**config.mk**
```make
export PLATFORM = sky130hd
export DESIGN_NAME = drive_motion_window_monitor
export DESIGN_NICKNAME = d
export VERILOG_FILES = /design/src/inc/motion_window_pkg.sv /design/src/design/dwell_timer.sv /design/src/design/drive_motion_window_monitor.sv
export SDC_FILE = /design/constraint.sdc
export NUM_CORES = 1
export LEC_CHECK = 0
export ABC_CLOCK_PERIOD_IN_PS = 4100
export BUFFER_PORTS_ARGS = -buffer_cell sky130_fd_sc_hd__buf_2
export CORE_ASPECT_RATIO = 1.25
export CORE_MARGIN = 2
export CORE_UTILIZATION = 45
export CTS_BUF_LIST = sky130_fd_sc_hd__clkbuf_8
export CTS_CLUSTER_DIAMETER = 50
export DETAILED_ROUTE_END_ITERATION = 12
export GPL_TIMING_DRIVEN = 1
export PLACE_DENSITY_LB_ADDON = 0.08
export SETUP_SLACK_MARGIN = 0.1
export SYNTH_ARGS = -nofsm -noshare
export SYNTH_HDL_FRONTEND = slang
export SYNTH_SLANG_ARGS = --single-unit
```
**constraint.sdc**
```tcl
create_clock -name i_clk -period 4.1 [get_ports i_clk]
set_input_delay 1.025 -clock i_clk [delete_from_list [all_inputs] [get_ports i_clk]]
set_output_delay 1.025 -clock i_clk [all_outputs]
set_load 0.05 [all_outputs]
```
**src/inc/motion_window_pkg.sv**
```systemverilog
package motion_window_pkg;

   ////////////////////////////////////////////////////////////////////////
   // Clock and timing.
   localparam int CLK_PERIOD_NS = 20;
   localparam int MS_NS = 1000000;
   localparam int CYCLES_PER_MS = (MS_NS + CLK_PERIOD_NS - 1) / CLK_PERIOD_NS;

   ////////////////////////////////////////////////////////////////////////
   // Register port and register addresses.
   localparam int REG_ADDR_W = 16;
   localparam int REG_DATA_W = 32;
   localparam int PARAM_W = 16;
   localparam logic [15:0] ADDR_LIMIT_ENABLE = 16'h0606;
   localparam logic [15:0] ADDR_UPPER_TRAVEL_BOUND = 16'h0608;
   localparam logic [15:0] ADDR_LOWER_TRAVEL_BOUND = 16'h060a;
   localparam logic [15:0] ADDR_POSITION_DEVIATION_BAND = 16'h0632;
   localparam logic [15:0] ADDR_SPEED_FLOOR_LEVEL = 16'h0636;
   localparam logic [15:0] ADDR_MONITOR_DWELL_TIME = 16'h063a;
   localparam logic [15:0] ADDR_REST_BAND_WIDTH = 16'h1112;
   localparam logic [15:0] ADDR_REST_DWELL_TIME = 16'h1114;
   localparam logic [15:0] ADDR_REST_TIMEOUT = 16'h1116;
   localparam logic [15:0] ADDR_MONITOR_STATUS = 16'h1118;
   localparam logic [15:0] ADDR_OPERATING_MODE_CAPS = 16'h1b28;

   ////////////////////////////////////////////////////////////////////////
   // Reset values.
   localparam logic [31:0] RST_UPPER_TRAVEL_BOUND = 32'h7fff_ffff;
   localparam logic [31:0] RST_LOWER_TRAVEL_BOUND = 32'h8000_0000;
   localparam logic [15:0] RST_POSITION_DEVIATION_BAND = 16'h000a;
   localparam logic [15:0] RST_SPEED_FLOOR_LEVEL = 16'h000a;
   localparam logic [15:0] RST_MONITOR_DWELL_TIME = 16'h0000;
   localparam logic [15:0] RST_REST_BAND_WIDTH = 16'h000a;
   localparam logic [15:0] RST_REST_DWELL_TIME = 16'h0000;
   localparam logic [15:0] RST_REST_TIMEOUT = 16'h0000;
   localparam logic [1:0] RST_LIMIT_ENABLE = 2'h0;

   ////////////////////////////////////////////////////////////////////////
   // Field positions.
   localparam int LIMIT_EN_POS = 0;
   localparam int LIMIT_EN_NEG = 1;
   localparam int STAT_SPEED_OK = 0;
   localparam int STAT_DEVIATION_OK = 1;
   localparam int STAT_STANDSTILL = 2;
   localparam int STAT_REST_TIMEOUT = 3;
   localparam int STAT_POS_LIMIT = 4;
   localparam int STAT_NEG_LIMIT = 5;
   localparam int STAT_TIMING = 6;

   ////////////////////////////////////////////////////////////////////////
   // Operating mode capability bits.
   localparam int CAP_PROFILE_POSITION = 0;
   localparam int CAP_PROFILE_VELOCITY = 2;
   localparam int CAP_HOMING = 5;
   localparam int CAP_JOG = 16;
   localparam int CAP_OSCILLATOR = 22;
   localparam logic [31:0] CAP_MASK = 32'h007f_0025;

   ////////////////////////////////////////////////////////////////////////
   // Standstill timeout states.
   typedef enum logic [0:0] {
      TO_IDLE = 1'b0,
      TO_TIMING = 1'b1
   } rest_timeout_state_t;

endpackage

```
**src/design/dwell_timer.sv**
```systemverilog
`timescale 1ns/1ps
module dwell_timer #(
   parameter int CNT_W = 16
) (
   input wire logic i_clk,
   input wire logic i_sys_rst,
   input wire logic i_tick,
   input wire logic i_enable,
   input wire logic i_in_range,
   input wire logic [CNT_W-1:0] i_limit,
   output logic o_valid
);

   logic [CNT_W-1:0] count_reg;
   logic [CNT_W-1:0] count_next;
   logic valid_next;
   wire run = i_enable && i_in_range;

   // The count saturates so a long dwell never wraps into a false result.
   assign count_next = !run ? '0 :
      (i_tick && count_reg != '1) ? count_reg + 1'b1 : count_reg;
   assign valid_next = run && (count_reg >= i_limit);

   always_ff @(posedge i_clk) begin
      if (i_sys_rst) begin
         count_reg <= '0;
         o_valid <= 1'b0;
      end else begin
         count_reg <= count_next;
         o_valid <= valid_next;
      end
   end
endmodule

```
**src/design/drive_motion_window_monitor.sv**
```systemverilog
`timescale 1ns/1ps
module drive_motion_window_monitor
   import motion_window_pkg::*;
#(
   parameter int TICK_CYCLES = motion_window_pkg::CYCLES_PER_MS,
   parameter logic signed [31:0] USER_MIN = 32'sh8000_0000,
   parameter logic signed [31:0] USER_MAX = 32'sh7fff_ffff,
   parameter logic [31:0] MODE_CAPS = 32'h007f_0025
) (
   input wire logic i_clk,
   input wire logic i_sys_rst,
   input wire logic [motion_window_pkg::REG_ADDR_W-1:0] i_reg_addr,
   input wire logic i_reg_wr,
   input wire logic i_reg_rd,
   input wire logic [motion_window_pkg::REG_DATA_W-1:0] i_reg_wdata,
   output logic [motion_window_pkg::REG_DATA_W-1:0] o_reg_rdata,
   output logic o_reg_ack,
   output logic o_reg_err,
   input wire logic signed [15:0] i_actual_speed,
   input wire logic signed [31:0] i_position_deviation,
   input wire logic signed [31:0] i_actual_position,
   input wire logic i_homing_done,
   input wire logic i_target_reached,
   input wire logic i_profile_done,
   output logic o_speed_floor_ok,
   output logic o_deviation_ok,
   output logic o_standstill,
   output logic o_rest_timeout_evt,
   output logic o_pos_limit_hit,
   output logic o_neg_limit_hit
);

   ////////////////////////////////////////////////////////////////////////
   // Parameter registers.
   logic signed [31:0] upper_travel_bound_reg;
   logic signed [31:0] lower_travel_bound_reg;
   logic [PARAM_W-1:0] position_deviation_band_reg;
   logic [PARAM_W-1:0] speed_floor_level_reg;
   logic [PARAM_W-1:0] monitor_dwell_time_reg;
   logic [PARAM_W-1:0] rest_band_width_reg;
   logic [PARAM_W-1:0] rest_dwell_time_reg;
   logic [PARAM_W-1:0] rest_timeout_reg;
   logic [1:0] limit_enable_reg;
   logic timeout_flag_reg;

   wire [31:0] wdata = i_reg_wdata;
   wire wr_limit_en = i_reg_wr && i_reg_addr == ADDR_LIMIT_ENABLE;
   wire wr_upper = i_reg_wr && i_reg_addr == ADDR_UPPER_TRAVEL_BOUND;
   wire wr_lower = i_reg_wr && i_reg_addr == ADDR_LOWER_TRAVEL_BOUND;
   wire wr_pos_band = i_reg_wr && i_reg_addr == ADDR_POSITION_DEVIATION_BAND;
   wire wr_speed = i_reg_wr && i_reg_addr == ADDR_SPEED_FLOOR_LEVEL;
   wire wr_mon_dwell = i_reg_wr && i_reg_addr == ADDR_MONITOR_DWELL_TIME;
   wire wr_rest_band = i_reg_wr && i_reg_addr == ADDR_REST_BAND_WIDTH;
   wire wr_rest_dwell = i_reg_wr && i_reg_addr == ADDR_REST_DWELL_TIME;
   wire wr_rest_tout = i_reg_wr && i_reg_addr == ADDR_REST_TIMEOUT;
   wire wr_status = i_reg_wr && i_reg_addr == ADDR_MONITOR_STATUS;

   always_ff @(posedge i_clk) begin
      if (i_sys_rst) begin
         upper_travel_bound_reg <= RST_UPPER_TRAVEL_BOUND;
         lower_travel_bound_reg <= RST_LOWER_TRAVEL_BOUND;
         position_deviation_band_reg <= RST_POSITION_DEVIATION_BAND;
         speed_floor_level_reg <= RST_SPEED_FLOOR_LEVEL;
         monitor_dwell_time_reg <= RST_MONITOR_DWELL_TIME;
         rest_band_width_reg <= RST_REST_BAND_WIDTH;
         rest_dwell_time_reg <= RST_REST_DWELL_TIME;
         rest_timeout_reg <= RST_REST_TIMEOUT;
         limit_enable_reg <= RST_LIMIT_ENABLE;
      end else begin
         if (wr_limit_en) limit_enable_reg <= wdata[1:0];
         if (wr_upper) upper_travel_bound_reg <= wdata;
         if (wr_lower) lower_travel_bound_reg <= wdata;
         if (wr_pos_band) position_deviation_band_reg <= wdata[15:0];
         if (wr_speed) speed_floor_level_reg <= wdata[15:0];
         if (wr_mon_dwell) monitor_dwell_time_reg <= wdata[15:0];
         if (wr_rest_band) rest_band_width_reg <= wdata[15:0];
         if (wr_rest_dwell) rest_dwell_time_reg <= wdata[15:0];
         if (wr_rest_tout) rest_timeout_reg <= wdata[15:0];
      end
   end

   ////////////////////////////////////////////////////////////////////////
   // Millisecond tick.
   logic [31:0] presc_reg;
   wire tick = presc_reg == 32'(TICK_CYCLES - 1);

   always_ff @(posedge i_clk) begin
      if (i_sys_rst) presc_reg <= '0;
      else presc_reg <= tick ? '0 : presc_reg + 32'h1;
   end

   ////////////////////////////////////////////////////////////////////////
   // Window monitors.
   wire [32:0] speed_mag = i_actual_speed < 0 ?
      33'(-34'(i_actual_speed)) : 33'(i_actual_speed);
   wire [32:0] dev_mag = i_position_deviation < 0 ?
      33'(-34'(i_position_deviation)) : 33'(i_position_deviation);
   wire speed_in = speed_mag < 33'(speed_floor_level_reg);
   wire dev_in = dev_mag < 33'(position_deviation_band_reg);
   wire rest_in = dev_mag <= 33'(rest_band_width_reg);
   wire rest_en = rest_dwell_time_reg != '0;

   dwell_timer #(.CNT_W(PARAM_W)) u_speed_dwell (
      .i_clk(i_clk), .i_sys_rst(i_sys_rst), .i_tick(tick),
      .i_enable(1'b1), .i_in_range(speed_in),
      .i_limit(monitor_dwell_time_reg), .o_valid(o_speed_floor_ok)
   );

   dwell_timer #(.CNT_W(PARAM_W)) u_dev_dwell (
      .i_clk(i_clk), .i_sys_rst(i_sys_rst), .i_tick(tick),
      .i_enable(1'b1), .i_in_range(dev_in),
      .i_limit(monitor_dwell_time_reg), .o_valid(o_deviation_ok)
   );

   dwell_timer #(.CNT_W(PARAM_W)) u_rest_dwell (
      .i_clk(i_clk), .i_sys_rst(i_sys_rst), .i_tick(tick),
      .i_enable(rest_en), .i_in_range(rest_in),
      .i_limit(rest_dwell_time_reg), .o_valid(o_standstill)
   );

   ////////////////////////////////////////////////////////////////////////
   // Standstill timeout.
   rest_timeout_state_t to_state_reg;
   rest_timeout_state_t to_state_next;
   logic [PARAM_W-1:0] to_count_reg;
   logic [PARAM_W-1:0] to_count_next;
   logic expire;

   wire to_start = (i_target_reached || i_profile_done) &&
      rest_timeout_reg != '0 && rest_en;

   always_comb begin
      to_state_next = to_state_reg;
      to_count_next = to_count_reg;
      expire = 1'b0;
      case (to_state_reg)
         TO_IDLE: begin
            if (to_start) begin
               to_state_next = TO_TIMING;
               to_count_next = '0;
            end
         end
         TO_TIMING: begin
            if (o_standstill || rest_timeout_reg == '0 || !rest_en) begin
               to_state_next = TO_IDLE;
            end else if (tick && to_count_reg + 1'b1 >= rest_timeout_reg) begin
               expire = 1'b1;
               to_state_next = TO_IDLE;
            end else if (to_start) begin
               to_count_next = '0;
            end else if (tick) begin
               to_count_next = to_count_reg + 1'b1;
            end
         end
         default: to_state_next = TO_IDLE;
      endcase
   end

   always_ff @(posedge i_clk) begin
      if (i_sys_rst) begin
         to_state_reg <= TO_IDLE;
         to_count_reg <= '0;
         o_rest_timeout_evt <= 1'b0;
         timeout_flag_reg <= 1'b0;
      end else begin
         to_state_reg <= to_state_next;
         to_count_reg <= to_count_next;
         o_rest_timeout_evt <= expire;
         if (expire) timeout_flag_reg <= 1'b1;
         else if (wr_status && wdata[STAT_REST_TIMEOUT])
            timeout_flag_reg <= 1'b0;
      end
   end

   ////////////////////////////////////////////////////////////////////////
   // Software travel limits.
   wire signed [31:0] upper_eff = upper_travel_bound_reg > USER_MAX ?
      USER_MAX : upper_travel_bound_reg < USER_MIN ?
      USER_MIN : upper_travel_bound_reg;
   wire signed [31:0] lower_eff = lower_travel_bound_reg > USER_MAX ?
      USER_MAX : lower_travel_bound_reg < USER_MIN ?
      USER_MIN : lower_travel_bound_reg;
   wire pos_hit_next = i_homing_done && limit_enable_reg[LIMIT_EN_POS] &&
      i_actual_position > upper_eff;
   wire neg_hit_next = i_homing_done && limit_enable_reg[LIMIT_EN_NEG] &&
      i_actual_position < lower_eff;

   always_ff @(posedge i_clk) begin
      if (i_sys_rst) begin
         o_pos_limit_hit <= 1'b0;
         o_neg_limit_hit <= 1'b0;
      end else begin
         o_pos_limit_hit <= pos_hit_next;
         o_neg_limit_hit <= neg_hit_next;
      end
   end

   ////////////////////////////////////////////////////////////////////////
   // Register read and answer.
   logic [31:0] rd_value;
   logic rd_hit;
   wire [31:0] status_word = {25'h0, to_state_reg == TO_TIMING,
      o_neg_limit_hit, o_pos_limit_hit, timeout_flag_reg,
      o_standstill, o_deviation_ok, o_speed_floor_ok};

   always_comb begin
      rd_hit = 1'b1;
      rd_value = 32'h0;
      if (i_reg_addr == ADDR_LIMIT_ENABLE) rd_value = {30'h0, limit_enable_reg};
      else if (i_reg_addr == ADDR_UPPER_TRAVEL_BOUND)
         rd_value = upper_travel_bound_reg;
      else if (i_reg_addr == ADDR_LOWER_TRAVEL_BOUND)
         rd_value = lower_travel_bound_reg;
      else if (i_reg_addr == ADDR_POSITION_DEVIATION_BAND)
         rd_value = {16'h0, position_deviation_band_reg};
      else if (i_reg_addr == ADDR_SPEED_FLOOR_LEVEL)
         rd_value = {16'h0, speed_floor_level_reg};
      else if (i_reg_addr == ADDR_MONITOR_DWELL_TIME)
         rd_value = {16'h0, monitor_dwell_time_reg};
      else if (i_reg_addr == ADDR_REST_BAND_WIDTH)
         rd_value = {16'h0, rest_band_width_reg};
      else if (i_reg_addr == ADDR_REST_DWELL_TIME)
         rd_value = {16'h0, rest_dwell_time_reg};
      else if (i_reg_addr == ADDR_REST_TIMEOUT)
         rd_value = {16'h0, rest_timeout_reg};
      else if (i_reg_addr == ADDR_MONITOR_STATUS) rd_value = status_word;
      else if (i_reg_addr == ADDR_OPERATING_MODE_CAPS)
         rd_value = MODE_CAPS & CAP_MASK;
      else rd_hit = 1'b0;
   end

   wire wr_ro = i_reg_addr == ADDR_OPERATING_MODE_CAPS;
   wire req = i_reg_rd || i_reg_wr;

   always_ff @(posedge i_clk) begin
      if (i_sys_rst) begin
         o_reg_rdata <= 32'h0;
         o_reg_ack <= 1'b0;
         o_reg_err <= 1'b0;
      end else begin
         o_reg_ack <= req;
         o_reg_err <= req && (!rd_hit || (i_reg_wr && wr_ro));
         o_reg_rdata <= (i_reg_rd && rd_hit) ? rd_value : 32'h0;
      end
   end
endmodule

```
==> out/results.txt, run 1 <==
Status: finished, final reports clean
Worst path arrival time: 4250 ps
Period utilization: 0.911
Dpl cells: 2913
Synth Cell Area: 17900 um2
Routed via count: 17100
Final Hold Viols: 0
First-pass GRT wire length: 90300 um
Seq cells post-synth: 300
Min-delay worst type: flip-flop to flip-flop
Largest net degree at the start of global routing: 132
Overall Global Routing Usage: 0.278
Unrepaired setup endpoints after global routing: no
Post-Layout Cell Count: 3014
CP Launch Type: flip-flop
Max VDD drop: 0.000272 V
CP Class: flip-flop to flip-flop
Area Growth Syn to Fin: 16.1%
CP Data Required Time: 4620 ps
Post-DP HPWL: 43300 um
Gp weighted congestion: 0.904
Syn Nets: 2589
Fin crit period: 3740 ps
Die X: 183 um
Achievable clock frequency: 268 MHz
Measured slew at the worst slew-check pin: 786 ps
Setup Fix Bufs, Post-CTS: 0
Leakage: 8.49 nW
TritonCTS Buffers: 53
First-pass detailed-route iteration total: 7
Hold Slack: 457 ps
Grt total ovfl: 0
Initial antenna violation count: 8
Initial DRC Count: 1008
Root buf cell: clkbuf_8
Clk_skew: 35.2 ps
Worst skew pair latency: 630 ps
Synth top area cells: dfxtp_1 33%, ha_1 13%, nand2_1 7.1%, a21oi_1 5.6%, nand3_1 3.8%
Ports: 175
CP Capture Type: flip-flop
Ys Warns: 0
Layout cell share with drive strength beyond 1: 0.150
Max-slew violation count: 0
Slew margin rel.: 0.462
Clock Tree Buf Depth: 3
Mean Syn Cell Area: 7.89 um2
Reg2Reg Launch Point: to_count_reg[0]$_SDFFE_PP0P_
Area leader, netlist: dfxtp_1
Site Rows: 81
Die height: 227 um
Synth cell types: 65
Vias in the first global route: 16500
Net count reported at finish: 2785
Critical Path Fanout Max: 16
Number of flops mapped to enable cells by yosys: 0
Sequential area share after synthesis: 0.335
PD cells: 313 nW/um2
Clk sink count: 300
Top post-synthesis cells by count: 341 x nand2_1, 300 x dfxtp_1, 199 x a21oi_1
CTS tree: yes
Aggregate routed wire length: 58100 um
Clock slew at reported path FFs: 70 ps
Count of final setup violators: 0
Reg2reg setup slack: 360 ps
Synth async-reset ratio: 0
Full die area: 41500 um2
Syn Inst Count: 2274
ANT nets after route: 0
CTS Hold Bufs: 0
MaxCap Viol Count: 0
Top cell type's share of synthesized area: 0.335
CTS resizes: 0
Htree depth: 2
Main synth FF type: dfxtp_1
Core area: 39200 um2
Initial Util: 0.457
Via/cell ratio: 5.66
Hold path start: upper_travel_bound_reg[14]$_SDFFE_PP1P_
Count leader, synth: nand2_1
# DRC: 0
Crit. Startpoint: to_count_reg[0]$_SDFFE_PP0P_
Drt wl/cell: 19.3 um
Port Buf Inserts: 174
==> layout by cell type (no fill, tap or decap), types with 7 or more instances in the layout <==
cell       count
buf_12         7
and3_1        22
or3_1         14
inv_1        183
a211oi_1      18
o31ai_1       12
nand4_1       44
nor4b_1        9
o211ai_1      43
and2_1         9
and4_1        11
clkbuf_8      67
xnor2_1       51
buf_2        173
clkinv_2       9
dfxtp_1      300
buf_4         74
nand2b_1      29
mux2i_1       25
a21oi_1      199
a22oi_1       24
nor2b_1       10
nor3_1        32
nand3_1      137
a2111oi_0      9
nor2_1       146
xor2_1        54
a41oi_1       10
nand2_1      341
nor2_2        21
or4_1         11
ha_1         180
a221oi_1      12
nor4_1        28
a21o_1        45
o21ai_0       56
o21a_1        10
==> worst max-delay path, cell delays in order (launching register included) <==
cell and delay, ps:
dfxtp_1 430, ha_1 220, nand3_1 170, nor3_1 340, and3_1 240, and3_1 210
nand3_1 110, xnor2_1 210, ha_1 280, a21o_1 160, a211oi_1 280, o21ai_0 130
buf_4 210, o21a_2 330, a22o_1 290
==> final cells by class <==
type,count,area (um2)
multi-input combinational,1691,10800
sequential,300,6010
timing repair buffer,254,1560
antenna,4,10.0
clock buffer,67,922
tap,498,623
inverter,170,638
clock inverter,30,245
fill,3761,18400
==> power by group <==
group	total [mW]	switching, mW	internal [mW]
clock	3.06	1.33	1.73
sequential	2.93	0.00605	2.92
combinational	0.537	0.327	0.210
==> routing by layer <==
layer  global-route usage  vias up  routed length, um
li1                     -     8416                  -
met1                0.340     7928              24400
met2                0.464      561              27000
met3               0.0560      148               3650
met4                0.140        8               2970
met5                    0        -                 50
==> final timing paths <==
check / to / depth (start not counted)
hold reg to reg: o_reg_rdata[14]$_SDFF_PP0_ / 2
hold / removal: o_reg_rdata[14]$_SDFF_PP0_ / 2
setup / recovery: to_count_reg[15]$_SDFFE_PP0P_ / 14
setup reg to reg: to_count_reg[15]$_SDFFE_PP0P_ / 14
==> through the flow <==
step                setup TNS [ps]  utilization  power [mW]  area, um2  worst slack, ps
floorplan                        0            -        3.28      17900              116
global route                     0        0.531        6.77      20800              113
finish                           0        0.531        6.52      20800              363
global placement             -1540        0.501        3.51      19700             -109
CTS                              0        0.531        6.58      20800              140
detailed placement           -1810        0.501        3.52      19700            -99.6
==> cells by family after synthesis <==
group,synth area share
AOI/OAI and AO/OA,0.174
xor gates and xnor gates,0.0513
adders and majority gates,0.126
buffers and inverters,0.0628
DFF,0.335
muxes,0.0146
and+or+nand+nor,0.237
No activity file was read; power rests on OpenSTA's default activity.
==> run 2: changes to the inputs <==
--- a/config.mk
+++ b/config.mk
@@ -5,10 +5,10 @@
 export SDC_FILE = /design/constraint.sdc
 export NUM_CORES = 1
 export LEC_CHECK = 0
-export ABC_CLOCK_PERIOD_IN_PS = 4100
+export ABC_CLOCK_PERIOD_IN_PS = 4800
 export BUFFER_PORTS_ARGS = -buffer_cell sky130_fd_sc_hd__buf_2
 export CORE_ASPECT_RATIO = 1.25
-export CORE_MARGIN = 2
+export CORE_MARGIN = 4
 export CORE_UTILIZATION = 45
 export CTS_BUF_LIST = sky130_fd_sc_hd__clkbuf_8
 export CTS_CLUSTER_DIAMETER = 50
==> constraint.sdc (replaced) <==
create_clock -name i_clk -period 4.8 [get_ports i_clk]
set_input_delay 1.2 -clock i_clk [delete_from_list [all_inputs] [get_ports i_clk]]
set_output_delay 1.2 -clock i_clk [all_outputs]
set_load 0.05 [all_outputs]
==> run 2 against run 1 <==
First-iteration DRC count up 41%; die area rose by 4.0%; utilization fell by 1.1 points; largest power group unchanged.
==> out/results.txt, run 2 (same netlist as run 1, synthesis figures left out) <==
Max-slew violation count: 0
ANT nets after route: 0
Via/cell ratio: 5.67
Final Util: 0.520
First-pass detailed-route iteration total: 6
Clk sink count: 300
Clock Tree Buf Depth: 3
Initial Util: 0.457
Critical Path Fanout Max: 11
Setup Fix Bufs, Post-CTS: 0
Leakage: 8.23 nW
Final-layout fill cell count: 3920
Full die area: 43100 um2
Achievable clock frequency: 243 MHz
# DRC: 0
Measured slew at the worst slew-check pin: 1020 ps
Slew margin rel.: 0.311
Overall Global Routing Usage: 0.261
Count of final setup violators: 0
Port Buf Inserts: 174
Worst Reg-to-Reg Cells: 14
Post-Layout Cell Count: 2969
Grt total ovfl: 0
Gp weighted congestion: 0.923
Status: finished, final reports clean
TritonCTS Buffers: 53
Reg2Reg Launch Point: to_count_reg[0]$_SDFFE_PP0P_
PD cells: 268 nW/um2
Drt wl/cell: 19.5 um
Worst path arrival time: 4690 ps
CTS resizes: 0
Ports: 175
Most frequent cells in the layout: 341 x nand2_1, 300 x dfxtp_1, 199 x a21oi_1, 184 x inv_1, 180 x ha_1
Hold endpoint: o_reg_rdata[13]$_SDFF_PP0_
Htree depth: 2
CTS tree: yes
Core area: 39200 um2
Die height: 231 um
Dpl cells: 2870
RR Endpoint: timeout_flag_reg$_SDFFE_PP0P_
Layout cell share with drive strength beyond 1: 0.133
Fin crit period: 4110 ps
Aggregate routed wire length: 57900 um
Initial DRC Count: 1418
CP Class: input port to flip-flop
Period utilization: 0.857
Vias in the first global route: 16500
Unrepaired setup endpoints after global routing: no
Min-delay worst type: flip-flop to flip-flop
CP Data Required Time: 5380 ps
Clk_skew: 31.1 ps
MaxCap Viol Count: 0
Setup TNS: 0 ps
Clock slew at reported path FFs: 70 ps
Total chip power: 5.47 mW
Routed via count: 16800
Final WS setup: 685 ps
Commonest non-fill, non-tap cell in the layout: nand2_1
Initial antenna violation count: 7
Net count reported at finish: 2742
Reg2reg setup slack: 730 ps
Die X: 187 um
CTS Hold Bufs: 0
Post-place setup slack: 72.2 ps
Final Hold Viols: 0
Worst skew pair latency: 660 ps
Hold path start: upper_travel_bound_reg[13]$_SDFFE_PP1P_
Root buf cell: clkbuf_8
CP Launch Type: input port
Site Rows: 81
Max VDD drop: 0.000200 V
Largest net degree at the start of global routing: 79
First-pass GRT wire length: 90700 um
Post-DP HPWL: 43100 um
CP Capture Type: flip-flop
Hold Path Cell Cnt: 2
Area Growth Syn to Fin: 13.7%
-- run 2: how the worst max path moves through the flow --
stage | from | endpoint | slack [ps] | depth (start not counted)
finish | i_position_deviation[0] | u_rest_dwell.count_reg[3]$_SDFFE_PP0P_ | 690 | 17
global route | i_position_deviation[0] | u_rest_dwell.count_reg[3]$_SDFFE_PP0P_ | 340 | 17
CTS | to_count_reg[0]$_SDFFE_PP0P_ | timeout_flag_reg$_SDFFE_PP0P_ | 710 | 14
detailed placement | i_position_deviation[0] | u_rest_dwell.count_reg[3]$_SDFFE_PP0P_ | 70 | 17
global placement | i_position_deviation[0] | u_rest_dwell.count_reg[0]$_SDFFE_PP0P_ | 140 | 17
floorplan | i_actual_speed[2] | u_speed_dwell.count_reg[10]$_SDFFE_PP0P_ | 640 | 12
-- run 2: cell type report --
cell class,instances,area (um2),area share
flip-flops and latches,300,6010,0.294
repair buffers,211,1160,0.0570
well taps,498,623,0.0305
clock inverters,23,134,0.00656
inverters,170,638,0.0313
multi-input cells,1691,10800,0.531
diodes,3,7.51,0.000368
clock buffers,73,1000,0.0493
-- run 2: metrics by stage --
step	hold WS (ps)	area, um2
3_5_place_dp	445	19300
5_1_grt	467	20400
6_report	456	20400
2_1_floorplan	430	17900
3_3_place_gp	445	19300
4_1_cts	460	20400
-- run 2: worst max-delay path, stage by stage --
cell	delay (ps)
buf_2	140
inv_1	80
ha_1	210
nor3b_1	260
nand2_1	150
o41ai_1	350
xnor2_1	190
ha_1	220
a21o_1	150
a211oi_1	300
nor4b_1	300
o21ai_0	160
a21boi_0	170
buf_4	140
nand4_4	260
buf_4	280
nor2_1	110
-- run 2: metal layers --
metal / track usage / up-vias / routed length [um]
li1: - / 8325 / -
met3: 0.0503 / 125 / 3730
met2: 0.452 / 550 / 27800
met1: 0.328 / 7831 / 24400
met4: 0.0846 / 8 / 1880
met5: 0 / - / 54
-- run 2: where the power goes --
group,switching (mW),internal [mW],total [mW]
Clock,1.14,1.40,2.54
Sequential,0.00574,2.49,2.50
Combinational,0.274,0.158,0.431
Total,1.42,4.06,5.47
